===== src/shared/sync_pin_defines.svh =====
// Contract
// - Calibration mode 00 never starts or runs oscillator calibration.
// - Mode 01 calibrates once on power-on rise or sync-missing fall, when idle.
// - Mode 10 calibrates continuously while idle and sync-missing is clear.
// - Sync source bit 2 picks external pin (0) or software strobe (1).
// - Pin choice bit 1 picks sync/general pin (0) or interrupt pin (1).
// - Sync polarity bit 0 inverts the selected sync input before triggering.
// - Pin register bit 6 inverts the interrupt pin output.
// - Pin register bit 5 makes the interrupt pin an input.
// - Read-only pin register bit 4 returns the interrupt pin level.
// - Pin register bit 3 inverts the sync/general pin output.
// - Pin register bit 2 makes the sync/general pin an input.
// - Pin register bit 1 drives sync/general pin low (0) or releases it; resets 1.
// - Read-only pin register bit 0 returns the sync/general pin level.
// - With software source, writing strobe bit 0 at 0xF6 is one trigger.
// - Interval between triggers is counted in 16 bits of 1.3888 us units.
`ifndef SYNC_PIN_DEFINES_SVH
`define SYNC_PIN_DEFINES_SVH

`define PERIOD_LO_ADDR     8'hF2
`define PERIOD_HI_ADDR     8'hF3
`define SYNC_CTRL_ADDR     8'hF6
`define SYNC_CFG_ADDR      8'hF7
`define PIN_CTRL_ADDR      8'hF8

`define CTRL_HOLD_BIT      1
`define CTRL_STROBE_BIT    0

`define CFG_MODE_HI        7
`define CFG_MODE_LO        6
`define CFG_SRC_BIT        2
`define CFG_PINSEL_BIT     1
`define CFG_INV_BIT        0

`define PIN_IRQ_INV_BIT    6
`define PIN_IRQ_INEN_BIT   5
`define PIN_IRQ_IN_BIT     4
`define PIN_AUX_INV_BIT    3
`define PIN_AUX_INEN_BIT   2
`define PIN_AUX_OUT_BIT    1
`define PIN_AUX_IN_BIT     0

`define AUX_OUT_RESET      1'b1

// Period unit and clock in picoseconds; unit count rounds up to whole cycles
`define TICK_PS            1388800
`define CLK_PS             25000
`define TICK_CYCLES        ((`TICK_PS + `CLK_PS - 1) / `CLK_PS)

`endif


===== src/shared/sync_pin_pkg.sv =====
package sync_pin_pkg;

    typedef enum logic [1:0] {
        CAL_OFF  = 2'b00,
        CAL_ONCE = 2'b01,
        CAL_CONT = 2'b10,
        CAL_RSVD = 2'b11
    } calib_mode_t;

    typedef struct packed {
        calib_mode_t mode;
        logic        soft_src;
        logic        int_pin_sel;
        logic        invert;
    } sync_cfg_t;

    typedef struct packed {
        logic irq_inv;
        logic irq_in_en;
        logic aux_inv;
        logic aux_in_en;
        logic aux_out;
    } pin_cfg_t;

    typedef struct packed {
        logic sync1;
        logic sync2;
        logic prev;
        logic pulse;
    } edge_state_t;

    typedef struct packed {
        sync_cfg_t   cfg;
        pin_cfg_t    pins;
        logic        hold;
        logic        strobe;
        logic        soft_trig;
        logic [7:0]  prescale;
        logic [15:0] count;
        logic [15:0] period;
        logic        locked;
        logic        pend;
        logic        pon_d;
        logic        miss_d;
        logic        cal_start;
        logic        cal_run;
        logic [7:0]  rdata;
    } core_state_t;

endpackage : sync_pin_pkg


===== src/hdl/sync_edge_detect.sv =====
`timescale 1ns/1ps
module sync_edge_detect (
    // Clock and reset
    input  wire logic sys_clk,
    input  wire logic rst,
    // Raw pin and polarity
    input  wire logic pin_raw,
    input  wire logic invert,
    // Active edge pulse
    output logic      edge_pulse
);
    sync_pin_pkg::edge_state_t st_r;
    sync_pin_pkg::edge_state_t st_nxt;
    logic                      level;

    always_comb begin
        st_nxt       = st_r;
        st_nxt.sync1 = pin_raw;
        st_nxt.sync2 = st_r.sync1;
        level        = st_r.sync2 ^ invert;
        st_nxt.prev  = level;
        st_nxt.pulse = level & ~st_r.prev;
    end

    always_ff @(posedge sys_clk) begin
        if (rst) begin
            // Idle level of a pulled-up pin, so the release of reset shows no false edge
            st_r <= '{sync1: 1'b1, sync2: 1'b1, prev: 1'b1, pulse: 1'b0};
        end else begin
            st_r <= st_nxt;
        end
    end

    assign edge_pulse = st_r.pulse;
endmodule : sync_edge_detect


===== src/hdl/frame_sync_trigger_pin_ctrl.sv =====
`timescale 1ns/1ps
`include "sync_pin_defines.svh"
module frame_sync_trigger_pin_ctrl #(
    parameter int TICK_CYCLES = `TICK_CYCLES
) (
    // Clock and reset
    input  wire logic        sys_clk,
    input  wire logic        rst,
    // Register port from the serial front end
    input  wire logic [7:0]  reg_addr,
    input  wire logic        reg_wr,
    input  wire logic        reg_rd,
    input  wire logic [7:0]  reg_wdata,
    output logic      [7:0]  reg_rdata,
    // Interrupt pin, open drain
    input  wire logic        irq_pin_i,
    output logic             irq_pin_o,
    output logic             irq_pin_oe_n,
    // Sync / general pin, open drain
    input  wire logic        aux_pin_i,
    output logic             aux_pin_o,
    output logic             aux_pin_oe_n,
    // Internal device status
    input  wire logic        irq_src,
    input  wire logic        power_on_bit,
    input  wire logic        sync_missing,
    input  wire logic        meas_active,
    // Oscillator calibration side
    output logic             osc_calib_start,
    output logic             osc_calib_run,
    output logic             sync_trigger,
    output logic      [15:0] sync_period
);
    sync_pin_pkg::core_state_t st_r;
    sync_pin_pkg::core_state_t st_nxt;

    logic ext_raw;
    logic ext_edge;
    logic trig;
    logic irq_level;
    logic aux_level;
    logic tick;
    logic pon_rise;
    logic miss_fall;
    logic once_evt;
    logic idle;

    // Pin choice ahead of the synchroniser; a select change may look like one edge
    assign ext_raw = st_r.cfg.int_pin_sel ? irq_pin_i : aux_pin_i;


    // One synchroniser serves both pins; only the selected one is watched
    sync_edge_detect u_edge (
        .sys_clk    (sys_clk),
        .rst        (rst),
        .pin_raw    (ext_raw),
        .invert     (st_r.cfg.invert),
        .edge_pulse (ext_edge)
    );

    assign trig = st_r.cfg.soft_src ? st_r.soft_trig : ext_edge;

    assign irq_level    = irq_src ^ st_r.pins.irq_inv;
    assign aux_level    = st_r.pins.aux_out ^ st_r.pins.aux_inv;
    assign irq_pin_o    = 1'b0;
    assign aux_pin_o    = 1'b0;
    // Open drain: only ever pull low, never drive high
    assign irq_pin_oe_n = st_r.pins.irq_in_en | irq_level;
    assign aux_pin_oe_n = st_r.pins.aux_in_en | aux_level;


    // Prescaler turns system clocks into fixed period units
    assign tick     = (st_r.prescale == 8'(TICK_CYCLES - 1));
    assign idle     = ~meas_active;

    // Level inputs are compared with last cycle's sample; reset clears both history bits
    assign pon_rise  = power_on_bit & ~st_r.pon_d;
    assign miss_fall = ~sync_missing & st_r.miss_d;
    assign once_evt  = pon_rise | miss_fall;

    always_comb begin
        st_nxt           = st_r;
        st_nxt.soft_trig = 1'b0;
        st_nxt.cal_start = 1'b0;
        st_nxt.pon_d     = power_on_bit;
        st_nxt.miss_d    = sync_missing;

        // Register writes; reserved bits are simply not stored
        if (reg_wr) begin
            if (reg_addr == `SYNC_CTRL_ADDR) begin
                // Strobe is kept for readback; the trigger itself lasts one cycle
                st_nxt.hold      = reg_wdata[`CTRL_HOLD_BIT];
                st_nxt.strobe    = reg_wdata[`CTRL_STROBE_BIT];
                st_nxt.soft_trig = reg_wdata[`CTRL_STROBE_BIT];
            end else if (reg_addr == `SYNC_CFG_ADDR) begin
                st_nxt.cfg.mode        = sync_pin_pkg::calib_mode_t'(
                                         reg_wdata[`CFG_MODE_HI:`CFG_MODE_LO]);
                st_nxt.cfg.soft_src    = reg_wdata[`CFG_SRC_BIT];
                st_nxt.cfg.int_pin_sel = reg_wdata[`CFG_PINSEL_BIT];
                st_nxt.cfg.invert      = reg_wdata[`CFG_INV_BIT];
            end else if (reg_addr == `PIN_CTRL_ADDR) begin
                st_nxt.pins.irq_inv   = reg_wdata[`PIN_IRQ_INV_BIT];
                st_nxt.pins.irq_in_en = reg_wdata[`PIN_IRQ_INEN_BIT];
                st_nxt.pins.aux_inv   = reg_wdata[`PIN_AUX_INV_BIT];
                st_nxt.pins.aux_in_en = reg_wdata[`PIN_AUX_INEN_BIT];
                st_nxt.pins.aux_out   = reg_wdata[`PIN_AUX_OUT_BIT];
            end
        end

        // Read data, registered; unmapped and reserved bits read zero
        st_nxt.rdata = 8'h00;
        if (reg_rd) begin
            if (reg_addr == `PERIOD_LO_ADDR) begin
                st_nxt.rdata = st_r.period[7:0];
            end else if (reg_addr == `PERIOD_HI_ADDR) begin
                st_nxt.rdata  = st_r.period[15:8];
                st_nxt.locked = 1'b0;
            end else if (reg_addr == `SYNC_CTRL_ADDR) begin
                st_nxt.rdata[`CTRL_HOLD_BIT]   = st_r.hold;
                st_nxt.rdata[`CTRL_STROBE_BIT] = st_r.strobe;
            end else if (reg_addr == `SYNC_CFG_ADDR) begin
                st_nxt.rdata[`CFG_MODE_HI:`CFG_MODE_LO] = st_r.cfg.mode;
                st_nxt.rdata[`CFG_SRC_BIT]    = st_r.cfg.soft_src;
                st_nxt.rdata[`CFG_PINSEL_BIT] = st_r.cfg.int_pin_sel;
                st_nxt.rdata[`CFG_INV_BIT]    = st_r.cfg.invert;
            end else if (reg_addr == `PIN_CTRL_ADDR) begin
                st_nxt.rdata[`PIN_IRQ_INV_BIT]  = st_r.pins.irq_inv;
                st_nxt.rdata[`PIN_IRQ_INEN_BIT] = st_r.pins.irq_in_en;
                st_nxt.rdata[`PIN_IRQ_IN_BIT]   = irq_pin_i;
                st_nxt.rdata[`PIN_AUX_INV_BIT]  = st_r.pins.aux_inv;
                st_nxt.rdata[`PIN_AUX_INEN_BIT] = st_r.pins.aux_in_en;
                st_nxt.rdata[`PIN_AUX_OUT_BIT]  = st_r.pins.aux_out;
                st_nxt.rdata[`PIN_AUX_IN_BIT]   = aux_pin_i;
            end
        end

        // Interval count in fixed time units, saturating so a lost sync never wraps
        st_nxt.prescale = tick ? 8'h00 : st_r.prescale + 8'h01;
        if (tick && st_r.count != 16'hFFFF) begin
            st_nxt.count = st_r.count + 16'h0001;
        end
        // Hold keeps the latched pair coherent while software reads it byte by byte
        if (trig) begin
            st_nxt.count    = 16'h0000;
            st_nxt.prescale = 8'h00;
            if (!st_r.locked) begin
                st_nxt.period = st_r.count;
                st_nxt.locked = st_r.hold;
            end
        end

        // Calibration control
        st_nxt.cal_run = 1'b0;
        case (st_r.cfg.mode)
            sync_pin_pkg::CAL_OFF: begin
                st_nxt.pend = 1'b0;
            end
            sync_pin_pkg::CAL_ONCE: begin
                // An event seen during a measurement waits until it ends
                if ((once_evt || st_r.pend) && idle) begin
                    st_nxt.cal_start = 1'b1;
                    st_nxt.pend      = 1'b0;
                end else if (once_evt) begin
                    st_nxt.pend = 1'b1;
                end
            end
            sync_pin_pkg::CAL_CONT: begin
                st_nxt.pend    = 1'b0;
                st_nxt.cal_run = idle & ~sync_missing;
            end
            default: begin
                // Reserved mode is stored as written and acts as off
                st_nxt.pend = 1'b0;
            end
        endcase
    end

    always_ff @(posedge sys_clk) begin
        if (rst) begin
            st_r.cfg            <= '0;
            st_r.pins.irq_inv   <= 1'b0;
            st_r.pins.irq_in_en <= 1'b0;
            st_r.pins.aux_inv   <= 1'b0;
            st_r.pins.aux_in_en <= 1'b0;
            // Released by default so no current flows through the pull-up
            st_r.pins.aux_out   <= `AUX_OUT_RESET;
            st_r.hold           <= 1'b0;
            st_r.strobe         <= 1'b0;
            st_r.soft_trig      <= 1'b0;
            st_r.prescale       <= 8'h00;
            st_r.count          <= 16'h0000;
            st_r.period         <= 16'h0000;
            st_r.locked         <= 1'b0;
            st_r.pend           <= 1'b0;
            st_r.pon_d          <= 1'b0;
            st_r.miss_d         <= 1'b0;
            st_r.cal_start      <= 1'b0;
            st_r.cal_run        <= 1'b0;
            st_r.rdata          <= 8'h00;
        end else begin
            st_r <= st_nxt;
        end
    end

    assign reg_rdata       = st_r.rdata;
    assign osc_calib_start = st_r.cal_start;
    assign osc_calib_run   = st_r.cal_run;
    assign sync_trigger    = trig;
    assign sync_period     = st_r.period;
endmodule : frame_sync_trigger_pin_ctrl


===== config.mk =====
export PLATFORM = sky130hd
export DESIGN_NAME = frame_sync_trigger_pin_ctrl
export DESIGN_NICKNAME = d
export VERILOG_FILES = /design/src/shared/sync_pin_pkg.sv /design/src/hdl/sync_edge_detect.sv /design/src/hdl/frame_sync_trigger_pin_ctrl.sv
export VERILOG_INCLUDE_DIRS = /design/src /design/src/shared
export SDC_FILE = /design/constraint.sdc
export NUM_CORES = 1
export LEC_CHECK = 0
export ABC_CLOCK_PERIOD_IN_PS = 1950
export BUFFER_PORTS_ARGS = -buffer_cell sky130_fd_sc_hd__buf_2
export CORE_MARGIN = 4
export CORE_UTILIZATION = 55
export DETAILED_ROUTE_END_ITERATION = 10
export PLACE_DENSITY = 0.83
export SLEW_MARGIN = 20
export SYNTH_ARGS = -nofsm -noshare
export SYNTH_HDL_FRONTEND = slang
export SYNTH_HIERARCHICAL = 1
export SYNTH_SLANG_ARGS = --single-unit

===== constraint.sdc =====
create_clock -name sys_clk -period 1.95 [get_ports sys_clk]
set_input_delay 0.195 -clock sys_clk [delete_from_list [all_inputs] [get_ports sys_clk]]
set_output_delay 0.195 -clock sys_clk [all_outputs]
set_load 0.02 [all_outputs]

==> metrics.json <==
{
  "status": "finished clean",
  "timing.setup.tns_ns": 0,
  "hold_depth": 2,
  "netlist_area_um2": 3300,
  "routabilityCongestion": 0.884,
  "n_fill_cell": 480,
  "synth_async_sr_flop_share": 0,
  "netlist_cell_types": 51,
  "worst_slew_margin_rel": 0.598,
  "hpwlAfterDp_um": 5370,
  "crit_path_cell_trace": "ha_1 > and4bb_4 > nand4_4 > or4_1 > a21oi_1",
  "synth.most_common_cell": "sky130_fd_sc_hd__dfxtp_1",
  "tightestPinTransition_ns": 0.603,
  "syn-mean-instance-area_um2": 8.64,
  "worstPathArrival_ns": 2.05,
  "worst_r2r_endpoint": "st_r[41]",
  "timing.reg2reg.worst_path_depth": 5,
  "total_wirelength_of_the_detailed_routed_design_um": 7390,
  "syn_inst": 382,
  "dieArea_um2": 7310,
  "grt.overflow.total": 0,
  "grt_start_max_net_pins": 22,
  "count_of_non_filler_cells_in_the_finished_layout": 487,
  "route.antenna.remaining_nets": 0,
  "ctsLongestPathBuffers": 2,
  "yosys_warnings": 6,
  "io_buffers": 53,
  "num_io_pins": 57,
  "vias": 2778,
  "worst_ir_drop_vdd_v": 0.000525,
  "critPathCapture": "st_r[41]",
  "ctsResizeCount": 0,
  "timing_worst_setup_path_type": "register to register",
  "register_to_register_setup_slack_ns": 0.18,
  "final.period_utilization": 0.910,
  "cts_tree": "built",
  "path_max_fanout": 7,
  "drt_drc_violations_left": 0,
  "p_per_area_nw_per_um2": 825,
  "finalSetupViolCount": 0,
  "worst_setup_startpoint": "st_r[46]",
  "main_synth_ff_type": "sky130_fd_sc_hd__dfxtp_1",
  "drt_first_pass_iters": 4,
  "pre_cts_slack_ns": 0.196,
  "critical-path-top-delay-family": "simple AND/OR/NAND/NOR gates",
  "worst_setup_ep_type": "register",
  "path_clk_slew_ns": 0.07,
  "power.leakage_nw": 1.48,
  "cts_inserted_buffers": 9,
  "first_iter_violations": 166,
  "post-route-min-period_ns": 1.77,
  "report.final.hold_viol_count": 0,
  "ant_diodes": 0,
  "timing.fmax_mhz": 564,
  "post_synth_most_frequent_cells": "71 x sky130_fd_sc_hd__dfxtp_1, 52 x sky130_fd_sc_hd__nand2_1, 38 x sky130_fd_sc_hd__a21oi_1",
  "cp.buffers_inverters": 0,
  "clock-sinks": 71,
  "die_height_um": 85.5,
  "layout.cell_area.non_filler_um2": 3690,
  "post_synth_main_area_contributors": "sky130_fd_sc_hd__dfxtp_1 43%, sky130_fd_sc_hd__buf_4 5.9%, sky130_fd_sc_hd__nand2_1 5.9%",
  "critical_path_required_ns": 2.22,
  "place_area_um2": 3430,
  "critical_path.reg2reg.startpoint": "st_r[46]",
  "synth_area_leader_cell": "sky130_fd_sc_hd__dfxtp_1",
  "initial_core_util": 0.582,
  "core_area_um2": 5680,
  "slew_violations": 0,
  "hold_path.class": "input pin to register",
  "nNetsFinal": 438,
  "avgViaCountPerCell": 5.70,
  "yosys.area.top_type_share": 0.430,
  "cts_root_buf": "sky130_fd_sc_hd__clkbuf_8",
  "edff_count_synth": 0,
  "grt.total_usage": 0.208,
  "antenna_violations_before_repair": 0,
  "worst_skew_pair.late_latency_ns": 0.34,
  "dp_cells": 471,
  "cts-hold-fix-buffers": 0,
  "grt_setup_unrepaired": "false",
  "setup_ws_ns": 0.176,
  "postSynthRegisterBits": 71,
  "drive_above_1_share": 0.227,
  "grt_pass1_vias": 2605,
  "yosysSeqAreaShare": 0.430,
  "crit_cells": 5,
  "drv.max_cap_violation_count": 0,
  "grt_first_pass_wirelength_um": 12200,
  "max_stage_delay_ns": 0.50,
  "h_tree_levels": 3,
  "skew_ns": 0.00522,
  "rows": 27,
  "final_core_utilization": 0.650,
  "drt-wirelength-per-cell_um": 15.2,
  "crit_slowest_cell": "sky130_fd_sc_hd__or4_1",
  "critPathLaunchType": "register",
  "flow.area_growth_from_synthesis_pct": 11.7,
  "die-width_um": 85.5,
  "post-cts-setup-buffer-count": 0
}
-- metrics by stage --
stage	hold slack (ns)	total power [mW]
6_report	0.0409	3.05
5_1_grt	0.0412	3.15
4_1_cts	0.0333	3.07
3_5_place_dp	0.397	1.62
3_3_place_gp	0.385	1.62
2_1_floorplan	0.265	1.57
-- sequential cells by signal, indices dropped and copies added, names as in the netlist --
signal,flops
st_r,41
sync_period,16
reg_rdata,8
u_edge/st_r,2
osc_calib_run,1
osc_calib_start,1
u_edge/edge_pulse,1
u_edge/st_nxt,1
-- layout make-up --
| cell class | instances | area [um^2] | share of cell area |
|---|---|---|---|
| Clock buffer | 11 | 151 | 0.0410 |
| Clock inverter | 5 | 104 | 0.0281 |
| Inverter | 9 | 33.8 | 0.00916 |
| Multi-Input combinational cell | 259 | 1570 | 0.426 |
| Sequential cell | 71 | 1420 | 0.385 |
| Tap cell | 72 | 90.1 | 0.0244 |
| Timing Repair Buffer | 60 | 318 | 0.0861 |
-- where the power goes --
group / total [mW] / leakage, nW / switching, mW / internal (mW)
Clock: 1.46 / 0.130 / 0.536 / 0.920
Combinational: 0.124 / 0.773 / 0.0767 / 0.0471
Sequential: 1.47 / 0.573 / 0.00601 / 1.46
-- layout by cell type (no fill, tap or decap), drive strengths merged, types with 6 or more instances in the layout --
| cell | instances |
|---|---|
| and3 | 7 |
| or4 | 10 |
| nand2 | 53 |
| o31ai | 9 |
| or2 | 6 |
| nor2b | 6 |
| nand2b | 7 |
| a22oi | 9 |
| nand3 | 13 |
| mux2i | 10 |
| nand4 | 10 |
| nor3 | 8 |
| nor2 | 26 |
| a21oi | 38 |
| inv | 9 |
| clkbuf | 11 |
| buf | 60 |
| xnor2 | 6 |
| dfxtp | 71 |
-- routing by layer --
layer	vias to the layer above	GRT usage	wire, um
met3	22	0.0359	410
met1	1302	0.266	3200
met4	0	0.111	258
li1	1370	-	-
met2	84	0.332	3520
met5	-	0	0
-- worst reg2reg max path: stages (launching register included) --
cell and delay (ns):
sky130_fd_sc_hd__dfxtp_1 0.35, sky130_fd_sc_hd__ha_1 0.23, sky130_fd_sc_hd__and4bb_4 0.34, sky130_fd_sc_hd__nand4_4 0.15
sky130_fd_sc_hd__or4_1 0.50, sky130_fd_sc_hd__a21oi_1 0.15
-- worst min-delay path by stage --
| stage | startpoint | endpoint | slack [ns] |
|---|---|---|---|
| detailed placement | u_edge/st_r[1] | u_edge/edge_pulse | 0.40 |
| CTS | sync_missing | osc_calib_run | 0.03 |
| global route | meas_active | osc_calib_start | 0.04 |
| global placement | meas_active | osc_calib_start | 0.39 |
| floorplan | rst | u_edge/edge_pulse | 0.26 |
| finish | sync_missing | osc_calib_run | 0.04 |
-- cells by family (layout without fill, tap and decap cells) --
kind of cell,count (synthesis),count (layout),share of synthesized area
buffers and inverters,53,85,0.0947
XOR/XNOR,9,9,0.0239
adder cells (fa/ha/maj),2,2,0.00758
other,1,2,0.00114
AND/OR/NAND/NOR,161,161,0.268
flip-flops,71,71,0.430
AO/OA/AOI/OAI,72,72,0.134
multiplexers,13,13,0.0405
Power figures use the tool's default switching activity.
